### src/shared/slr_cfg.svh
// Purpose: named constants of the serial link receiver framer
// Assumes: included by bare name from the design file
// Notes: definitions only
`ifndef SLR_CFG_SVH
`define SLR_CFG_SVH
// ****************
// framing
// ****************
`define SLR_BIT_LAST 4'h9
`define SLR_BCLK_RISE 4'h2
`define SLR_BCLK_FALL 4'h7
`define SLR_SYNC_NEG 10'h0FA
`define SLR_SYNC_POS 10'h305
`define SLR_DBL_BYTES 12'h800
`define SLR_BIT_ONE 4'h1
`define SLR_RF_ONE 12'h001
// ****************
// self-test
// ****************
`define SLR_ST_LAST 9'h1FE
`define SLR_ST_SEED 9'h1FF
`define SLR_ST_ONE 9'h001
// ****************
// data word and inputs
// ****************
`define SLR_WORD_W 11
`define SLR_FIFO_DEPTH 16
`define SLR_W_RDYN 10
`define SLR_W_VIOL 9
`define SLR_W_KIND 8
`define SLR_IN_W 7
`define SLR_IN_RST 7'h40
`define SLR_I_PRI 0
`define SLR_I_SEC 1
`define SLR_I_SEL 2
`define SLR_I_SI 3
`define SLR_I_RF 4
`define SLR_I_MODE 5
`define SLR_I_STN 6
`endif

### src/shared/slr_pkg.sv
// Purpose: types of the serial link receiver framer
// Assumes: nothing
// Notes: constants live in slr_cfg.svh
package slr_pkg;
   typedef enum logic [1:0] {SLR_ST_OFF, SLR_ST_WAIT, SLR_ST_RUN} slr_st_e;
   typedef logic [10:0] slr_word_t;
endpackage : slr_pkg

### src/hw/slr_top.sv
// Purpose: receive framer, decoder, self-test check and output stage
// Assumes: clk runs at the serial bit rate, 250 MHz
// Notes: one output word per byte time, through a 16-word fifo
`timescale 1ns/1ps
`include "slr_cfg.svh"

// ****************
// two-flop synchroniser
// ****************
module slr_sync #(
   parameter int W = 1,
   parameter logic [W-1:0] RST = '0
) (
   input wire logic clk,
   input wire logic rst_n,
   input wire logic [W-1:0] d,
   output logic [W-1:0] q
);
   logic [W-1:0] s1_r;
   // first stage read only by the second
   always_ff @(posedge clk) begin
      if (!rst_n) begin
         s1_r <= RST;
         q <= RST;
      end else begin
         s1_r <= d;
         q <= s1_r;
      end
   end
endmodule : slr_sync

// ****************
// fifo
// ****************
module slr_fifo #(
   parameter int W = 8,
   parameter int D = 16
) (
   input wire logic clk,
   input wire logic rst_n,
   input wire logic in_valid,
   output logic in_ready,
   input wire logic [W-1:0] in_data,
   output logic out_valid,
   input wire logic out_ready,
   output logic [W-1:0] out_data
);
   localparam int AW = $clog2(D);
   localparam logic [AW:0] FULL = (AW+1)'(D);
   logic [W-1:0] mem [D];
   logic [AW-1:0] wr_r;
   logic [AW-1:0] rd_r;
   logic [AW:0] cnt_r;
   logic push;
   logic pop;
   // honest flags straight from the count
   assign in_ready = cnt_r != FULL;
   assign out_valid = cnt_r != '0;
   assign out_data = mem[rd_r];
   assign push = in_valid && in_ready;
   assign pop = out_valid && out_ready;
   always_ff @(posedge clk) begin
      if (push) begin
         mem[wr_r] <= in_data;
      end
   end
   // pointers wrap because depth is a power of two
   always_ff @(posedge clk) begin
      if (!rst_n) begin
         wr_r <= '0;
         rd_r <= '0;
         cnt_r <= '0;
      end else begin
         wr_r <= wr_r + AW'(push);
         rd_r <= rd_r + AW'(pop);
         cnt_r <= cnt_r + (AW+1)'(push) - (AW+1)'(pop);
      end
   end
endmodule : slr_fifo

// Summary of operation
// [RQ1] outputs show the latest decoded byte, updated with the byte clock
// [RQ2] unencoded mode shows raw bits: a on kind, b..h on data, j on violation
// [RQ3] kind flag high for special character, low for data
// [RQ4] violation flag high on a code rule violation, else low
// [RQ5] in self-test violation flag low for each byte matching the sequence
// [RQ6] valid strobe pulses low per new byte, none for the pad character
// [RQ7] in self-test valid strobe low except one high byte per loop
// [RQ8] byte clock follows the stream; outputs switch on its rising edge
// [RQ9] line select high takes the primary input, low the secondary
// [RQ10] status output follows the status input
// [RQ11] reframe enable high realigns the boundary on every sync symbol; in double-byte mode the code realigns only on two syncs in a row
// [RQ12] reframe enable high 2,048 bytes switches framer to double-byte
// [RQ13] reframe enable low keeps boundaries of the internal bit counter
// [RQ14] mode low decodes 8B/10B, mode high bypasses the decoder
// [RQ15] self-test waits for D0.0 before comparing the sequence
// [RQ16] a detected sync fills one byte slot; counting restarts after it
module slr_top
   import slr_pkg::*;
(
   // clock and reset
   input wire logic clk,
   input wire logic rst_n,
   // line pins
   input wire logic serial_in_primary,
   input wire logic serial_in_secondary,
   input wire logic line_select,
   input wire logic status_in,
   output logic status_out,
   // control pins
   input wire logic reframe_enable,
   input wire logic mode_unencoded,
   input wire logic self_test_enable_n,
   // parallel output
   input wire logic rx_take,
   output logic recovered_byte_clock,
   output logic [7:0] rx_byte_out,
   output logic char_kind_flag,
   output logic code_violation_flag,
   output logic rx_valid_n,
   output logic fifo_overflow
);
   logic [`SLR_IN_W-1:0] in_s;
   logic pri_s, sec_s, sel_s, si_s, rf_s, mode_s, stn_s;
   logic ser;
   logic [19:0] sh_r;
   logic [3:0] bit_cnt_r;
   logic sync_lo, sync_hi, realign, latch;
   logic [9:0] sym_r;
   logic push_v_r;
   logic [11:0] rf_cnt_r;
   logic dbl_r;
   slr_st_e st_r;
   logic [8:0] lfsr_r;
   logic [8:0] loop_r;
   logic [9:0] dec;
   logic [7:0] raw_b;
   logic is_pad, d00;
   slr_word_t word;
   logic f_rdy, f_val, upd, pop;
   slr_word_t f_out;

   // ****************
   // 8B/10B decode: {violation, kind, byte}
   // ****************
   function automatic logic [9:0] slr_dec(input logic [9:0] s);
      logic [4:0] lo;
      logic [2:0] hi;
      logic [3:0] f;
      logic b6, b4, k28, a7;
      lo = 5'h00;
      hi = 3'h0;
      b6 = 1'b0;
      b4 = 1'b0;
      case (s[9:4])
         6'h27, 6'h18: lo = 5'h00;
         6'h1D, 6'h22: lo = 5'h01;
         6'h2D, 6'h12: lo = 5'h02;
         6'h31: lo = 5'h03;
         6'h35, 6'h0A: lo = 5'h04;
         6'h29: lo = 5'h05;
         6'h19: lo = 5'h06;
         6'h38, 6'h07: lo = 5'h07;
         6'h39, 6'h06: lo = 5'h08;
         6'h25: lo = 5'h09;
         6'h15: lo = 5'h0A;
         6'h34: lo = 5'h0B;
         6'h0D: lo = 5'h0C;
         6'h2C: lo = 5'h0D;
         6'h1C: lo = 5'h0E;
         6'h17, 6'h28: lo = 5'h0F;
         6'h1B, 6'h24: lo = 5'h10;
         6'h23: lo = 5'h11;
         6'h13: lo = 5'h12;
         6'h32: lo = 5'h13;
         6'h0B: lo = 5'h14;
         6'h2A: lo = 5'h15;
         6'h1A: lo = 5'h16;
         6'h3A, 6'h05: lo = 5'h17;
         6'h33, 6'h0C: lo = 5'h18;
         6'h26: lo = 5'h19;
         6'h16: lo = 5'h1A;
         6'h36, 6'h09: lo = 5'h1B;
         6'h0E, 6'h0F, 6'h30: lo = 5'h1C;
         6'h2E, 6'h11: lo = 5'h1D;
         6'h1E, 6'h21: lo = 5'h1E;
         6'h2B, 6'h14: lo = 5'h1F;
         default: b6 = 1'b1;
      endcase
      k28 = (s[9:4] == 6'h0F) || (s[9:4] == 6'h30);
      // positive-disparity K28 carries the complemented tail
      f = (s[9:4] == 6'h30) ? ~s[3:0] : s[3:0];
      case (f)
         4'hB, 4'h4: hi = 3'h0;
         4'h9: hi = 3'h1;
         4'h5: hi = 3'h2;
         4'hC, 4'h3: hi = 3'h3;
         4'hD, 4'h2: hi = 3'h4;
         4'hA: hi = 3'h5;
         4'h6: hi = 3'h6;
         4'hE, 4'h1, 4'h7, 4'h8: hi = 3'h7;
         default: b4 = 1'b1;
      endcase
      a7 = (f == 4'h7) || (f == 4'h8);
      return {b6 | b4, k28 || (a7 && (lo == 5'h17 || lo == 5'h1B || lo == 5'h1D
         || lo == 5'h1E)), hi, lo};
   endfunction : slr_dec

   // ****************
   // pin synchronisers
   // ****************
   slr_sync #(.W(`SLR_IN_W), .RST(`SLR_IN_RST)) u_sync (
      .clk(clk),
      .rst_n(rst_n),
      .d({self_test_enable_n, mode_unencoded, reframe_enable, status_in,
          line_select, serial_in_secondary, serial_in_primary}),
      .q(in_s)
   );
   assign pri_s = in_s[`SLR_I_PRI];
   assign sec_s = in_s[`SLR_I_SEC];
   assign sel_s = in_s[`SLR_I_SEL];
   assign si_s = in_s[`SLR_I_SI];
   assign rf_s = in_s[`SLR_I_RF];
   assign mode_s = in_s[`SLR_I_MODE];
   assign stn_s = in_s[`SLR_I_STN];

   // ****************
   // shifter and framer
   // ****************
   assign ser = sel_s ? pri_s : sec_s; // [RQ9]
   assign sync_lo = sh_r[9:0] == `SLR_SYNC_NEG || sh_r[9:0] == `SLR_SYNC_POS;
   assign sync_hi = sh_r[19:10] == `SLR_SYNC_NEG || sh_r[19:10] == `SLR_SYNC_POS;
   // double-byte mode needs two syncs in a row, so one hit alone cannot move it
   assign realign = rf_s && sync_lo && (!dbl_r || sync_hi); // [RQ11] [RQ12]
   assign latch = realign || bit_cnt_r == `SLR_BIT_LAST; // [RQ13]
   always_ff @(posedge clk) begin
      if (!rst_n) begin
         sh_r <= '0;
         bit_cnt_r <= '0;
         sym_r <= '0;
         push_v_r <= 1'b0;
      end else begin
         sh_r <= {sh_r[18:0], ser};
         bit_cnt_r <= latch ? '0 : bit_cnt_r + `SLR_BIT_ONE; // [RQ16]
         push_v_r <= latch;
         if (latch) begin
            sym_r <= sh_r[9:0];
         end
      end
   end

   // reframe run length decides double-byte mode
   always_ff @(posedge clk) begin
      if (!rst_n || !rf_s) begin
         rf_cnt_r <= '0;
         dbl_r <= 1'b0;
      end else if (latch && !dbl_r) begin
         rf_cnt_r <= rf_cnt_r + `SLR_RF_ONE;
         dbl_r <= rf_cnt_r == `SLR_DBL_BYTES - `SLR_RF_ONE; // [RQ12]
      end
   end

   // ****************
   // decode and self-test compare
   // ****************
   assign dec = slr_dec(sym_r);
   assign is_pad = sym_r == `SLR_SYNC_NEG || sym_r == `SLR_SYNC_POS;
   assign d00 = dec == 10'h000;
   always_comb begin
      for (int i = 0; i < 8; i++) begin
         raw_b[i] = sym_r[8-i];
      end
      if (mode_s) begin
         word = {is_pad, sym_r[0], sym_r[9], raw_b}; // [RQ2] [RQ14]
      end else if (st_r == SLR_ST_RUN) begin
         // [RQ5] [RQ7]
         word = {loop_r == `SLR_ST_LAST, dec[9:0] != {2'h0, lfsr_r[7:0]}, dec[8:0]};
      end else begin
         word = {is_pad, dec}; // [RQ3] [RQ4] [RQ6] [RQ14]
      end
   end

   // self-test: wait for D0.0, then track the expected sequence
   always_ff @(posedge clk) begin
      if (!rst_n) begin
         st_r <= SLR_ST_OFF;
         lfsr_r <= `SLR_ST_SEED;
         loop_r <= '0;
      end else begin
         case (st_r)
            SLR_ST_OFF: begin
               if (!stn_s) begin
                  st_r <= SLR_ST_WAIT;
               end
            end
            SLR_ST_WAIT: begin
               if (stn_s) begin
                  st_r <= SLR_ST_OFF;
               end else if (push_v_r && d00 && !mode_s) begin
                  st_r <= SLR_ST_RUN; // [RQ15]
                  lfsr_r <= `SLR_ST_SEED;
                  loop_r <= `SLR_ST_ONE;
               end
            end
            SLR_ST_RUN: begin
               if (stn_s) begin
                  st_r <= SLR_ST_OFF;
               end else if (push_v_r) begin
                  lfsr_r <= {lfsr_r[7:0], lfsr_r[8] ^ lfsr_r[4]};
                  loop_r <= (loop_r == `SLR_ST_LAST) ? '0 : loop_r + `SLR_ST_ONE;
               end
            end
            default: st_r <= SLR_ST_OFF;
         endcase
      end
   end

   // ****************
   // output fifo and byte clock stage
   // ****************
   slr_fifo #(.W(`SLR_WORD_W), .D(`SLR_FIFO_DEPTH)) u_fifo (
      .clk(clk),
      .rst_n(rst_n),
      .in_valid(push_v_r),
      .in_ready(f_rdy),
      .in_data(word),
      .out_valid(f_val),
      .out_ready(pop),
      .out_data(f_out)
   );
   assign upd = bit_cnt_r == `SLR_BCLK_RISE;
   assign pop = upd && f_val && rx_take;
   // a realign may shorten one byte clock phase; that is the price of framing
   always_ff @(posedge clk) begin
      if (!rst_n) begin
         recovered_byte_clock <= 1'b0;
         rx_byte_out <= '0;
         char_kind_flag <= 1'b0;
         code_violation_flag <= 1'b0;
         rx_valid_n <= 1'b1;
      end else begin
         // [RQ8]
         recovered_byte_clock <= bit_cnt_r >= `SLR_BCLK_RISE && bit_cnt_r < `SLR_BCLK_FALL;
         if (pop) begin
            rx_byte_out <= f_out[7:0]; // [RQ1]
            char_kind_flag <= f_out[`SLR_W_KIND];
            code_violation_flag <= f_out[`SLR_W_VIOL];
            rx_valid_n <= f_out[`SLR_W_RDYN];
         end else if (upd) begin
            rx_valid_n <= 1'b1; // no fresh byte this slot
         end
      end
   end

   // status pass-through and sticky overflow
   always_ff @(posedge clk) begin
      if (!rst_n) begin
         status_out <= 1'b0;
         fifo_overflow <= 1'b0;
      end else begin
         status_out <= si_s; // [RQ10]
         fifo_overflow <= fifo_overflow || (push_v_r && !f_rdy);
      end
   end
endmodule : slr_top

### config.mk
export PLATFORM = sky130hd
export DESIGN_NAME = slr_top
export DESIGN_NICKNAME = d
export VERILOG_FILES = /design/src/shared/slr_pkg.sv /design/src/hw/slr_top.sv
export VERILOG_INCLUDE_DIRS = /design/src /design/src/shared
export SDC_FILE = /design/constraint.sdc
export NUM_CORES = 1
export LEC_CHECK = 0
export ABC_AREA = 1
export BUFFER_PORTS_ARGS = -buffer_cell sky130_fd_sc_hd__buf_2
export CAP_MARGIN = 20
export CORE_MARGIN = 2
export CORE_UTILIZATION = 37
export CTS_CLUSTER_DIAMETER = 150
export DETAILED_ROUTE_END_ITERATION = 8
export MAX_ROUTING_LAYER = met4
export SYNTH_ARGS = -nofsm -noshare
export SYNTH_HDL_FRONTEND = slang
export SYNTH_SLANG_ARGS = --single-unit
### constraint.sdc
create_clock -name clk -period 8.68 [get_ports clk]
set_clock_uncertainty 0.2 [all_clocks]
set_input_delay 0.434 -clock clk [delete_from_list [all_inputs] [get_ports clk]]
set_output_delay 0.434 -clock clk [all_outputs]
set_load 0.05 [all_outputs]
## After elaboration in Yosys (flattened, before gate mapping)

Memory sizes are Yosys's and may differ from the RTL's. A register that Yosys moved wholly into a read port is not among the register bits.
Cells that the tools add are included.
Widths: inputs -> output; s select.

| cells by class | value |
|---|---|
| bitwise logic cells | 4 |
| equality and inequality tests | 87 |
| $add $sub $neg | 7 |
| magnitude comparators | 2 |
| reductions and logical operators | 57 |
| multiplexer cells | 29 |

Operators by type and width:

| operator | number |
|---|---|
| $pmux 5 s31 | 1 |
| $eq 6x6->1 const B | 24 |
| $eq 6x5->1 const B | 14 |
| $mux 9 | 9 |
| $reduce_or 48->1 | 1 |
| $eq 6x4->1 const B | 7 |
| $pmux 9 s2 | 2 |
| $eq 4x4->1 const B | 8 |
| $reduce_or 2->1 | 16 |
| $eq 10x10->1 const B | 3 |
| $eq 10x8->1 const B | 3 |
| $mux 11 | 2 |
| $pmux 3 s7 | 1 |
| $eq 5x5->1 const B | 4 |
| $eq 6x3->1 const B | 3 |
| $eq 4x3->1 const B | 4 |
| $reduce_or 14->1 | 1 |
| $logic_or 1x1->1 | 13 |
| $add 12x1->12 const B | 1 |
| $eq 12x11->1 const B | 1 |
| $eq 4x2->1 const B | 3 |
| $logic_and 1x1->1 | 12 |
| $logic_not 10->1 | 1 |
| $ne 10x8->1 | 1 |
| other kinds (31) | 51 |

| storage, ports and cells | value |
|---|---|
| memories kept | 1 |
| output and inout port bits | 14 |
| flip-flop bits (word level) | 109 |
| logic and storage cells | 208 |
| memory bits (writable) | 176 |
| bits of input ports | 10 |

Memories:

| name | depth | width | read ports | clocked after memory_dff | write ports | RTL line | RTL |
|---|---|---|---|---|---|---|---|
| u_fifo.mem | 16 | 11 | 1 | 1 | 1 | slr_top.sv:50 | `logic [W-1:0] mem [D];` |

## Logic depth before layout (Yosys ltp)

Gate-level depths: netlist of run 1.

| depth | value |
|---|---|
| word-level depth | 15 |
| gate-level depth with buffers | 20 |

## Hierarchy

A second synthesis of run 1 with hierarchy kept.

| second synthesis, totals | value |
|---|---|
| cell total of the unflattened synthesis | 1631 |
| area, all modules | 13530.5 µm² |

Modules (own cells, without submodules):

| module | times used | seq. area each (µm²) | cells an instance | area an instance (µm²) |
|---|---|---|---|---|
| slr_fifo | 1 | 5545.3 | 821 | 8286.7 |
| slr_top | 1 | 1641.6 | 767 | 4847.1 |
| slr_sync | 1 | 280.3 | 43 | 396.6 |

## Worst setup path after synthesis of run 1

Ideal clock, no wire load.

| path | value |
|---|---|
| kind | reg-to-reg |
| start | reg bit_cnt_r[1] |
| end | reg u_fifo.cnt_r[4] |
| setup time | 128 ps |
| arrival | 2647 ps |
| setup slack | 5704 ps |
| stages on the path, launching flop included | 16 |
| period minus slack after synthesis | 2976 ps |
| path through | dfxtp_1 ha_1 nand2_1 inv_1 nand2_1 a41oi_1 clkbuf_1 ha_1 inv_1 ha_1 inv_1 fa_1 nor3_1 a211oi_1 o21ai_0 a21oi_1 |

| on the way | value |
|---|---|
| word-level cells in the longest chain between the ends | 5 |

RTL lines:

| what | RTL line | RTL |
|---|---|---|
| start, declared | slr_top.sv:127 | `logic [3:0] bit_cnt_r;` |
| start signal, assigned | slr_top.sv:244 | `` bit_cnt_r <= latch ? '0 : bit_cnt_r + `SLR_BIT_ONE; `` |
| $eq 4x2->1 (no line) | - |  |
| $logic_and 1x1->1 (2 in a row) | slr_top.sv:332 | `assign pop = upd && f_val && rx_take;` |
| $logic_and 1x1->1 | slr_top.sv:61 | `assign pop = out_valid && out_ready;` |
| $sub 5x1->5 | slr_top.sv:76 | `cnt_r <= cnt_r + (AW+1)'(push) - (AW+1)'(pop);` |
| end signal, assigned | slr_top.sv:76 |  |
| end, declared | slr_top.sv:53 | `logic [AW:0] cnt_r;` |

Every way passes these cells.
A chain may end at the register's enable or synchronous reset.

## Worst setup path in the final report of run 1

| path | value |
|---|---|
| start | reg sym_r[9] |
| end | mem u_fifo.mem[5][9] (netlist name), data pin |

| on the way | value |
|---|---|
| word-level cells in the longest chain between the ends | 12 |
| elaborated cells on any way between the ends | 101 |

RTL lines:

| what | RTL line | RTL |
|---|---|---|
| start, declared | slr_top.sv:129 | `logic [9:0] sym_r;` |
| start signal, assigned | slr_top.sv:247 | `sym_r <= sh_r[9:0];` |
| $eq 6x4->1, or another cell as far along | slr_top.sv:155, slr_top.sv:190 |  |
| $reduce_or 3->1, or another cell as far along | - |  |
| $pmux 5 s31 | slr_top.sv:155 | `case (s[9:4])` |
| $eq 5x5->1 | slr_top.sv:205 | `return {b6 \| b4, k28 \|\| (a7 && (lo == 5'h17 \|\| lo == 5'h1B \|\| lo == 5'h1D` |
| $logic_or 1x1->1 (2 in a row) | slr_top.sv:205 |  |
| $logic_or 1x1->1 | slr_top.sv:206 | `\|\| lo == 5'h1E)), hi, lo};` |
| $logic_and 1x1->1 | slr_top.sv:205 |  |
| $logic_or 1x1->1 | slr_top.sv:205 |  |
| $ne 10x8->1 | slr_top.sv:277 | `` word = {loop_r == `SLR_ST_LAST, dec[9:0] != {2'h0, lfsr_r[7:0]}, dec[8:0]}; `` |
| $mux 11 (*) | slr_top.sv:275 | `end else if (st_r == SLR_ST_RUN) begin` |
| $mux 11 (*) | slr_top.sv:273 | `if (mode_s) begin` |
| via u_fifo.in_data[9] | slr_top.sv:43 | `input wire logic [W-1:0] in_data,` |
| end, declared | slr_top.sv:50 |  |

Mark *: on every way through the listed nets, which the timed path passes. The rest lies on a longest branch.

==> results by group, run 1 <==
Outcome
  • Status: finished, final reports clean

Critical path
  • Critical R2R Launch: sym_r[9]$_SDFFE_PN0P_
  • FF-to-FF End: u_fifo.mem[5][9]$_DFFE_PP_
  • CP required: 8640 ps
  • R2R cell count: 14
  • Nature of the critical path endpoint: register
  • Worst R2R Setup Slack: 5250 ps
  • CP Class: register to register
  • Crit-path max FO: 16
  • Worst Path Arrival: 3390 ps
  • CP Launch Type: register

Timing
  • Fmax: 291.9 MHz
  • Min Tclk post-route: 3426 ps
  • Final Setup Violations: 0
  • Normalized max-slew margin: 30.20%
  • Final Slew Violations: 0
  • Final Hold Viols: 0
  • RSZ-0062 raised after global routing: false
  • Worst-Margin Slew: 1043 ps
  • Setup TNS: 0 ps
  • Final Cycle Share: 39.47%

Clock network
  • Max clock buf depth: 3
  • Cts-stage hold buffer count: 7
  • CTS buffer count: 29
  • Worst-path clk slew: 60 ps
  • Clock root cell: clkbuf_16
  • CTS tree: built
  • Htree depth: 1
  • TritonCTS Sinks: 285
  • Setup bufs post-CTS: 0
  • Worst-Skew Late Latency: 560 ps
  • Post-CTS Resized: 0

Final layout
  • ANT cells: 0
  • Utilization of the core after routing: 42.80%
  • Layout area overhead: 13.34%
  • Share of layout cells above drive strength 1: 9.610%
  • Design Area, Final: 14420 sq um
  • Nets: 1389

Synthesis
  • FF+latch count, synth: 285
  • Post-synth ARST share: 0%
  • Yosys top cell area share: 41.53%
  • Post-synthesis sequential area ratio: 58.68%
  • Post-Synthesis Cells: 1329
  • Post-Syn Area: 12720 sq um
  • Yosys warnings: 0
  • Synth cell types: 48
  • Synthesized area per cell: 9.575 sq um
  • Post-synth net total: 1356
  • Most used DFF post-synth: edfxtp_1
  • Synth top area cells: edfxtp_1, dfxtp_1, nand2_1
  • Biggest area consumer among synthesized cells: edfxtp_1
  • Number of synthesized flops with an enable pin: 176

Power and ir drop
  • Sequential share of power: 51.4%
  • PwrDens: 196.4 nW/um^2
  • Sw power: 0.0006090 W
  • Power share of the combinational group: 4.8%
  • Pint: 0.002224 W
  • Peak supply drop: 0.1581 mV
  • Pleak: 5.617 nW
  • Clock share of power: 43.9%
  • Switching part of the total: 21.50%

Routing
  • DRC: 0
  • Vias: 9216
  • WL final: 27890 um
  • DR iter-0 viols: 549
  • Drt via density: 5.031
  • WL/cell: 15.22 um
  • Post-route ant nets: 0
  • Drt pass-1 iters: 5

Die
  • Die X: 189.5 um
  • Core Rows: 67
  • Ports: 24
  • Initial core utilization: 37.76%
  • Core area: 33700 sq um
  • Die ar.: 35890 sq um
  • Die Height: 189.5 um

Place
  • RD Place Congestion: 0.8735
  • PortBufs: 23
  • DP Area: 13340 sq um
  • Detailed Place HPWL: 17960 um

Global route
  • Antenna violations before repair: 0
  • Largest net degree at the start of global routing: 91
  • Vias in the first global route: 8695
  • Total gr overflow: 0
  • First-pass GRT wire length: 44950 um
  • Gr usage total: 15.92%

Hold path
  • Hold Path Depth: 3
  • Type of the tightest min-delay check: input port to register
  • Hold EP: u_sync.s1_r[2]$_SDFF_PN0_
  • Hold_sp: rst_n

Job
  • Max_cap viols: 0
==> final cells by class <==
class                   count  area [sq um]
clock buffers              46         859.6
clock inverters             7         101.3
fillers                  3266         19280
inverters                 160         603.1
multi-input cells         829          4418
flip-flops and latches    285          7472
well taps                 448         560.5
repair buffers             57         407.9
==> cell usage in the layout (no fill, tap or decap), types with 10 or more instances in the layout <==
cell type	netlist	routed
nand3_1	81	81
o21ai_0	85	85
ha_1	16	16
dfxtp_1	109	107
edfxtp_1	176	176
buf_4	2	24
o32ai_1	16	16
xor2_1	11	11
o211ai_1	25	25
clkbuf_16	0	29
buf_2	6	23
nand2_1	213	213
a21oi_1	29	29
nand4_1	19	19
nand2_2	11	11
clkbuf_1	39	10
o221ai_1	29	29
mux2i_1	29	29
nor4_1	10	10
nor2_1	190	190
inv_1	154	154
==> per-stage QoR <==
step | setup WS, ps | hold WS [ps] | std cells | power (W)
after floorplan | 5704 | 190.5 | 1329 | 0.001583
after CTS | 5333 | 140.1 | 1827 | 0.002858
final | 5254 | 146.3 | 1832 | 0.002833
after global placement | 5449 | 194.0 | 1766 | 0.001613
after detailed placement | 5351 | 199.8 | 1767 | 0.001616
after global routing | 4925 | 171.3 | 1832 | 0.002933
==> cells in the mapped netlist, types with 6 or more instances <==
master    count
o221ai_1     29
mux2i_1      29
buf_2         6
nor4_1       10
o22ai_1       6
o21ai_0      85
ha_1         16
clkbuf_1     39
o32ai_1      16
nand2_1     213
nor2_1      190
a21oi_1      29
nand2_2      11
o211ai_1     25
nand4_1      19
dfxtp_1     109
nand3b_1      6
xor2_1       11
nor3_1        9
edfxtp_1    176
inv_1       154
nand3_1      81
==> registers in the layout, summed over array words and instances (netlist names), 2 cells and up <==
| signal | count |
|---|---|
| u_fifo.mem | 176 |
| sh_r | 20 |
| rf_cnt_r | 12 |
| sym_r | 10 |
| lfsr_r | 9 |
| loop_r | 9 |
| rx_byte_out | 8 |
| u_sync.q | 7 |
| u_sync.s1_r | 7 |
| u_fifo.cnt_r | 5 |
| bit_cnt_r | 4 |
| u_fifo.rd_r | 4 |
| u_fifo.wr_r | 4 |
| st_r | 2 |
==> per-layer routing <==
metal,vias up,GRT usage (%),wire length [um]
li1,4607,-,-
met1,4352,21.23,13100
met2,207,25.66,12900
met3,50,2.039,1219
met4,0,4.353,663
met5,-,-,0
==> critical path, cell delays in order (launching register included) <==
cell and delay [ps]:
dfxtp_1 400, inv_1 100, nor2_1 630, inv_1 210, o21ai_1 260, nor2_2 90, nand2_1 100, nor2_1 50
nand2_1 130, xor2_1 180, nand3_1 90, a21oi_1 130, nand3_1 80, nand2_1 60, nand2_1 320
==> kinds of logic after synthesis <==
kind of cell / synth area share (%)
AND/OR/NAND/NOR: 19.36
buffers and inverters: 6.657
AO/OA/AOI/OAI: 10.19
multiplexers: 2.281
adder cells (fa/ha/maj): 1.731
flip-flops: 58.68
XOR/XNOR: 1.101
==> worst max-delay path by stage <==
stage | from | endpoint | slack, ps | depth (start not counted)
detailed placement | sym_r[9]$_SDFFE_PN0P_ | u_fifo.mem[8][9]$_DFFE_PP_ | 5350 | 14
floorplan | bit_cnt_r[1]$_SDFF_PP0_ | u_fifo.cnt_r[4]$_SDFF_PN0_ | 5700 | 15
global route | sym_r[9]$_SDFFE_PN0P_ | u_fifo.mem[4][9]$_DFFE_PP_ | 4930 | 14
finish | sym_r[9]$_SDFFE_PN0P_ | u_fifo.mem[5][9]$_DFFE_PP_ | 5250 | 14
global placement | sym_r[9]$_SDFFE_PN0P_ | u_fifo.mem[13][9]$_DFFE_PP_ | 5450 | 14
CTS | sym_r[9]$_SDFFE_PN0P_ | u_fifo.mem[5][9]$_DFFE_PP_ | 5330 | 14
==> power groups by stage <==
stage / Sequential, W / Clock (W) / Combinational [W]
global placement: 0.00148 / 0 / 0.000129
detailed placement: 0.00148 / 0 / 0.000131
finish: 0.00146 / 0.00124 / 0.000135
CTS: 0.00146 / 0.00127 / 0.000134
global route: 0.00146 / 0.00132 / 0.000152
floorplan: 0.00149 / 0 / 0.0000900
No activity file was read; power rests on OpenSTA's default activity.
==> inputs of run 2 (changes only) <==
- ABC_AREA: 1 -> 0
- clock period: 8.68 -> 2.9 ns (I/O delays scaled with it)
==> run 2 against run 1 <==
Compared with the run above: power grew to 3.1 times the previous value; largest power group unchanged; sequential power grew to 3.0 times the previous value; core utilization grew 2.0 points.
==> results by group, run 2 <==
Timing
  • Worst-Margin Slew: 638.0 ps
  • Fmax: 366.6 MHz
  • Setup TNS: 0 ps
  • RSZ-0062 raised after global routing: false
  • Final Setup Violations: 0
  • Post-route setup slack: 171.9 ps
  • Normalized max-slew margin: 57.47%
  • Final Hold Viols: 0
  • Final Slew Violations: 0
  • Min Tclk post-route: 2728 ps
  • Final Cycle Share: 94.07%
  • Hold slack: 89.70 ps

Final layout
  • ANT cells: 0
  • Design Area, Final: 14570 sq um
  • Number of flip-flops in the largest register: 176
  • Top reg by flops: u_fifo.mem
  • Leading cell types in the layout, fill and taps excluded: edfxtp_1, dfxtp_1, nor2_1
  • Share of layout cells above drive strength 1: 22.36%
  • Final Non-Filler Cells: 1466
  • Nets: 1027
  • Largest registers: u_fifo.mem (176), sh_r (20), rf_cnt_r (12)
  • Layout area overhead: 18.90%
  • FILL cells: 2932
  • Commonest non-fill, non-tap cell in the layout: edfxtp_1

Place
  • Setup slack after placement: 44.28 ps
  • Detailed Place HPWL: 17050 um
  • Dpl cells: 1399
  • PortBufs: 23
  • RD Place Congestion: 0.8422
  • DP Area: 13330 sq um

Die
  • Die ar.: 34590 sq um
  • Core Rows: 66
  • Initial core utilization: 37.66%
  • Core area: 32540 sq um
  • Die Height: 186.0 um
  • Die X: 186.0 um
  • Ports: 24

Routing
  • WL/cell: 18.15 um
  • DR iter-0 viols: 576
  • DRC: 0
  • Vias: 7718
  • Drt via density: 5.265
  • Post-route ant nets: 0
  • WL final: 26610 um
  • Drt pass-1 iters: 5

Critical path
  • Worst setup startpoint: sym_r[6]$_SDFFE_PN0P_
  • FF-to-FF End: u_fifo.mem[9][9]$_DFFE_PP_
  • CP peak stage delay: 400 ps
  • Worst path buffer plus inverter count: 2
  • Crit path max-delay family: simple AND/OR/NAND/NOR gates
  • Worst Path Arrival: 2810 ps
  • Worst path slowest cell: maj3_1
  • Worst R2R Setup Slack: 170 ps
  • Nature of the critical path endpoint: register
  • Critical R2R Launch: sym_r[6]$_SDFFE_PN0P_
  • CP Capture Point: u_fifo.mem[9][9]$_DFFE_PP_
  • Crit. path cell count: 9
  • Crit-path max FO: 20
  • CP Class: register to register
  • R2R cell count: 9
  • CP required: 2980 ps
  • CP Launch Type: register
  • Crit-path cells: buf_12, maj3_1, and3_1, o32ai_1, nor2b_2, nand4_1, a211oi_2, a21oi_1, buf_4

Synthesis
  • Post-synth ARST share: 0%
  • FF+latch count, synth: 285
  • Synth cell types: 80
  • Post-Syn Area: 12250 sq um
  • Synth Area in Simple Gates: 12.18%
  • Number of synthesized flops with an enable pin: 176
  • Most frequent cell after synthesis: edfxtp_1
  • Synth top area cells: edfxtp_1, dfxtp_1, mux4_2
  • Synthesized area per cell: 13.28 sq um
  • Commonest cells post-synth: edfxtp_1, dfxtp_1, nor2_1
  • Yosys warnings: 0
  • Post-synth net total: 950
  • Post-Synth Adder-Cell Area: 1.879%
  • Biggest area consumer among synthesized cells: edfxtp_1
  • Yosys top cell area share: 43.13%
  • Portion of netlist area occupied by mux cells: 11.26%
  • Post-synthesis xor/xnor area fraction: 2.001%
  • Post-synthesis sequential area ratio: 60.94%
  • Post-Synthesis Cells: 923
  • Largest family of logic cells by synthesized area: simple AND/OR/NAND/NOR gates
  • Most used DFF post-synth: edfxtp_1
  • Synth Area in Compound Gates: 9.200%

Global route
  • Antenna violations before repair: 0
  • Largest net degree at the start of global routing: 58
  • Vias in the first global route: 7602
  • First-pass GRT wire length: 42130 um
  • Gr usage total: 16.22%
  • Total gr overflow: 0

Clock network
  • CTS tree: built
  • CTS buffer count: 30
  • TritonCTS Sinks: 285
  • Worst-Skew Late Latency: 550 ps
  • Max clock buf depth: 3
  • Worst-path clk slew: 70 ps
  • Htree depth: 1
  • Clock root cell: clkbuf_16

Power and ir drop
  • PwrDens: 608.4 nW/um^2
  • Pleak: 4.825 nW
  • Peak supply drop: 0.4667 mV

Outcome
  • Status: finished, final reports clean

Hold path
  • Type of the tightest min-delay check: input port to register
  • Hold Path Depth: 6

Job
  • Max_cap viols: 0
## run 2: routing by layer
| metal | share of wire, % | global-route usage (%) | wire length, um |
|---|---|---|---|
| met1 | 44 | 20.89 | 11760 |
| met2 | 50 | 27.17 | 13250 |
| met3 | 4.3 | 2.465 | 1150 |
| met4 | 1.7 | 3.685 | 446 |
| met5 | 0 | - | 0 |
## run 2: tightest hold or removal path: stages
cell and delay [ps]:
buf_2 100, o211a_1 120, buf_4 220, inv_1 80
o22ai_1 70, nand2_1 60
## run 2: what timing repair did
item                                   4_1_cts  5_1_grt
buffers inserted                             0        1
setup endpoints to repair                    0       31
gates resized for setup                      0       12
endpoints found under the hold margin       28        0
hold buffers                                 9        0
## run 2: area by class of cell
type                    instances  area (sq um)  share of cell area [%]
clock buffers                  35         810.8                   5.565
clock inverters                21         292.8                   2.010
inverters                      20         75.07                  0.5153
multi-input cells             560          4527                   31.07
flip-flops and latches        285          7472                   51.29
well taps                     442         553.0                   3.796
repair buffers                103         838.3                   5.754
## run 2: through the flow
stage | power, W | util (%)
after floorplan | 0.004669 | -
after global placement | 0.004753 | 40.96
after detailed placement | 0.004759 | 40.96
after CTS | 0.008971 | 44.63
after global routing | 0.009177 | 44.78
final | 0.008864 | 44.78
## run 2: power breakdown
part	total [W]	switching, W	internal (W)	leakage [nW]
Sequential	0.00433	0.0000238	0.00431	2.47
Clock	0.00419	0.00157	0.00262	0.545
Combinational	0.000346	0.000187	0.000159	1.81
Total	0.00886	0.00178	0.00709	4.82
## run 2: logic make-up after synthesis
logic type,Yosys count
DFF,285
and+or+nand+nor,277
AOI/OAI and AO/OA,168
buffers and inverters,78
muxes,69
xor gates and xnor gates,28
adders and majority gates,18
## run 2: worst min-delay path by stage
stage	end	slack (ps)	startpoint
global placement	u_sync.s1_r[6]$_SDFF_PN1_	140	self_test_enable_n
CTS	rx_byte_out[1]$_SDFFE_PN0P_	80	rx_take
detailed placement	u_sync.s1_r[6]$_SDFF_PN1_	150	self_test_enable_n
global route	rx_byte_out[7]$_SDFFE_PN0P_	100	rx_take
floorplan	u_sync.s1_r[6]$_SDFF_PN1_	50	self_test_enable_n
finish	rx_valid_n$_SDFFE_PN1P_	90	rx_take
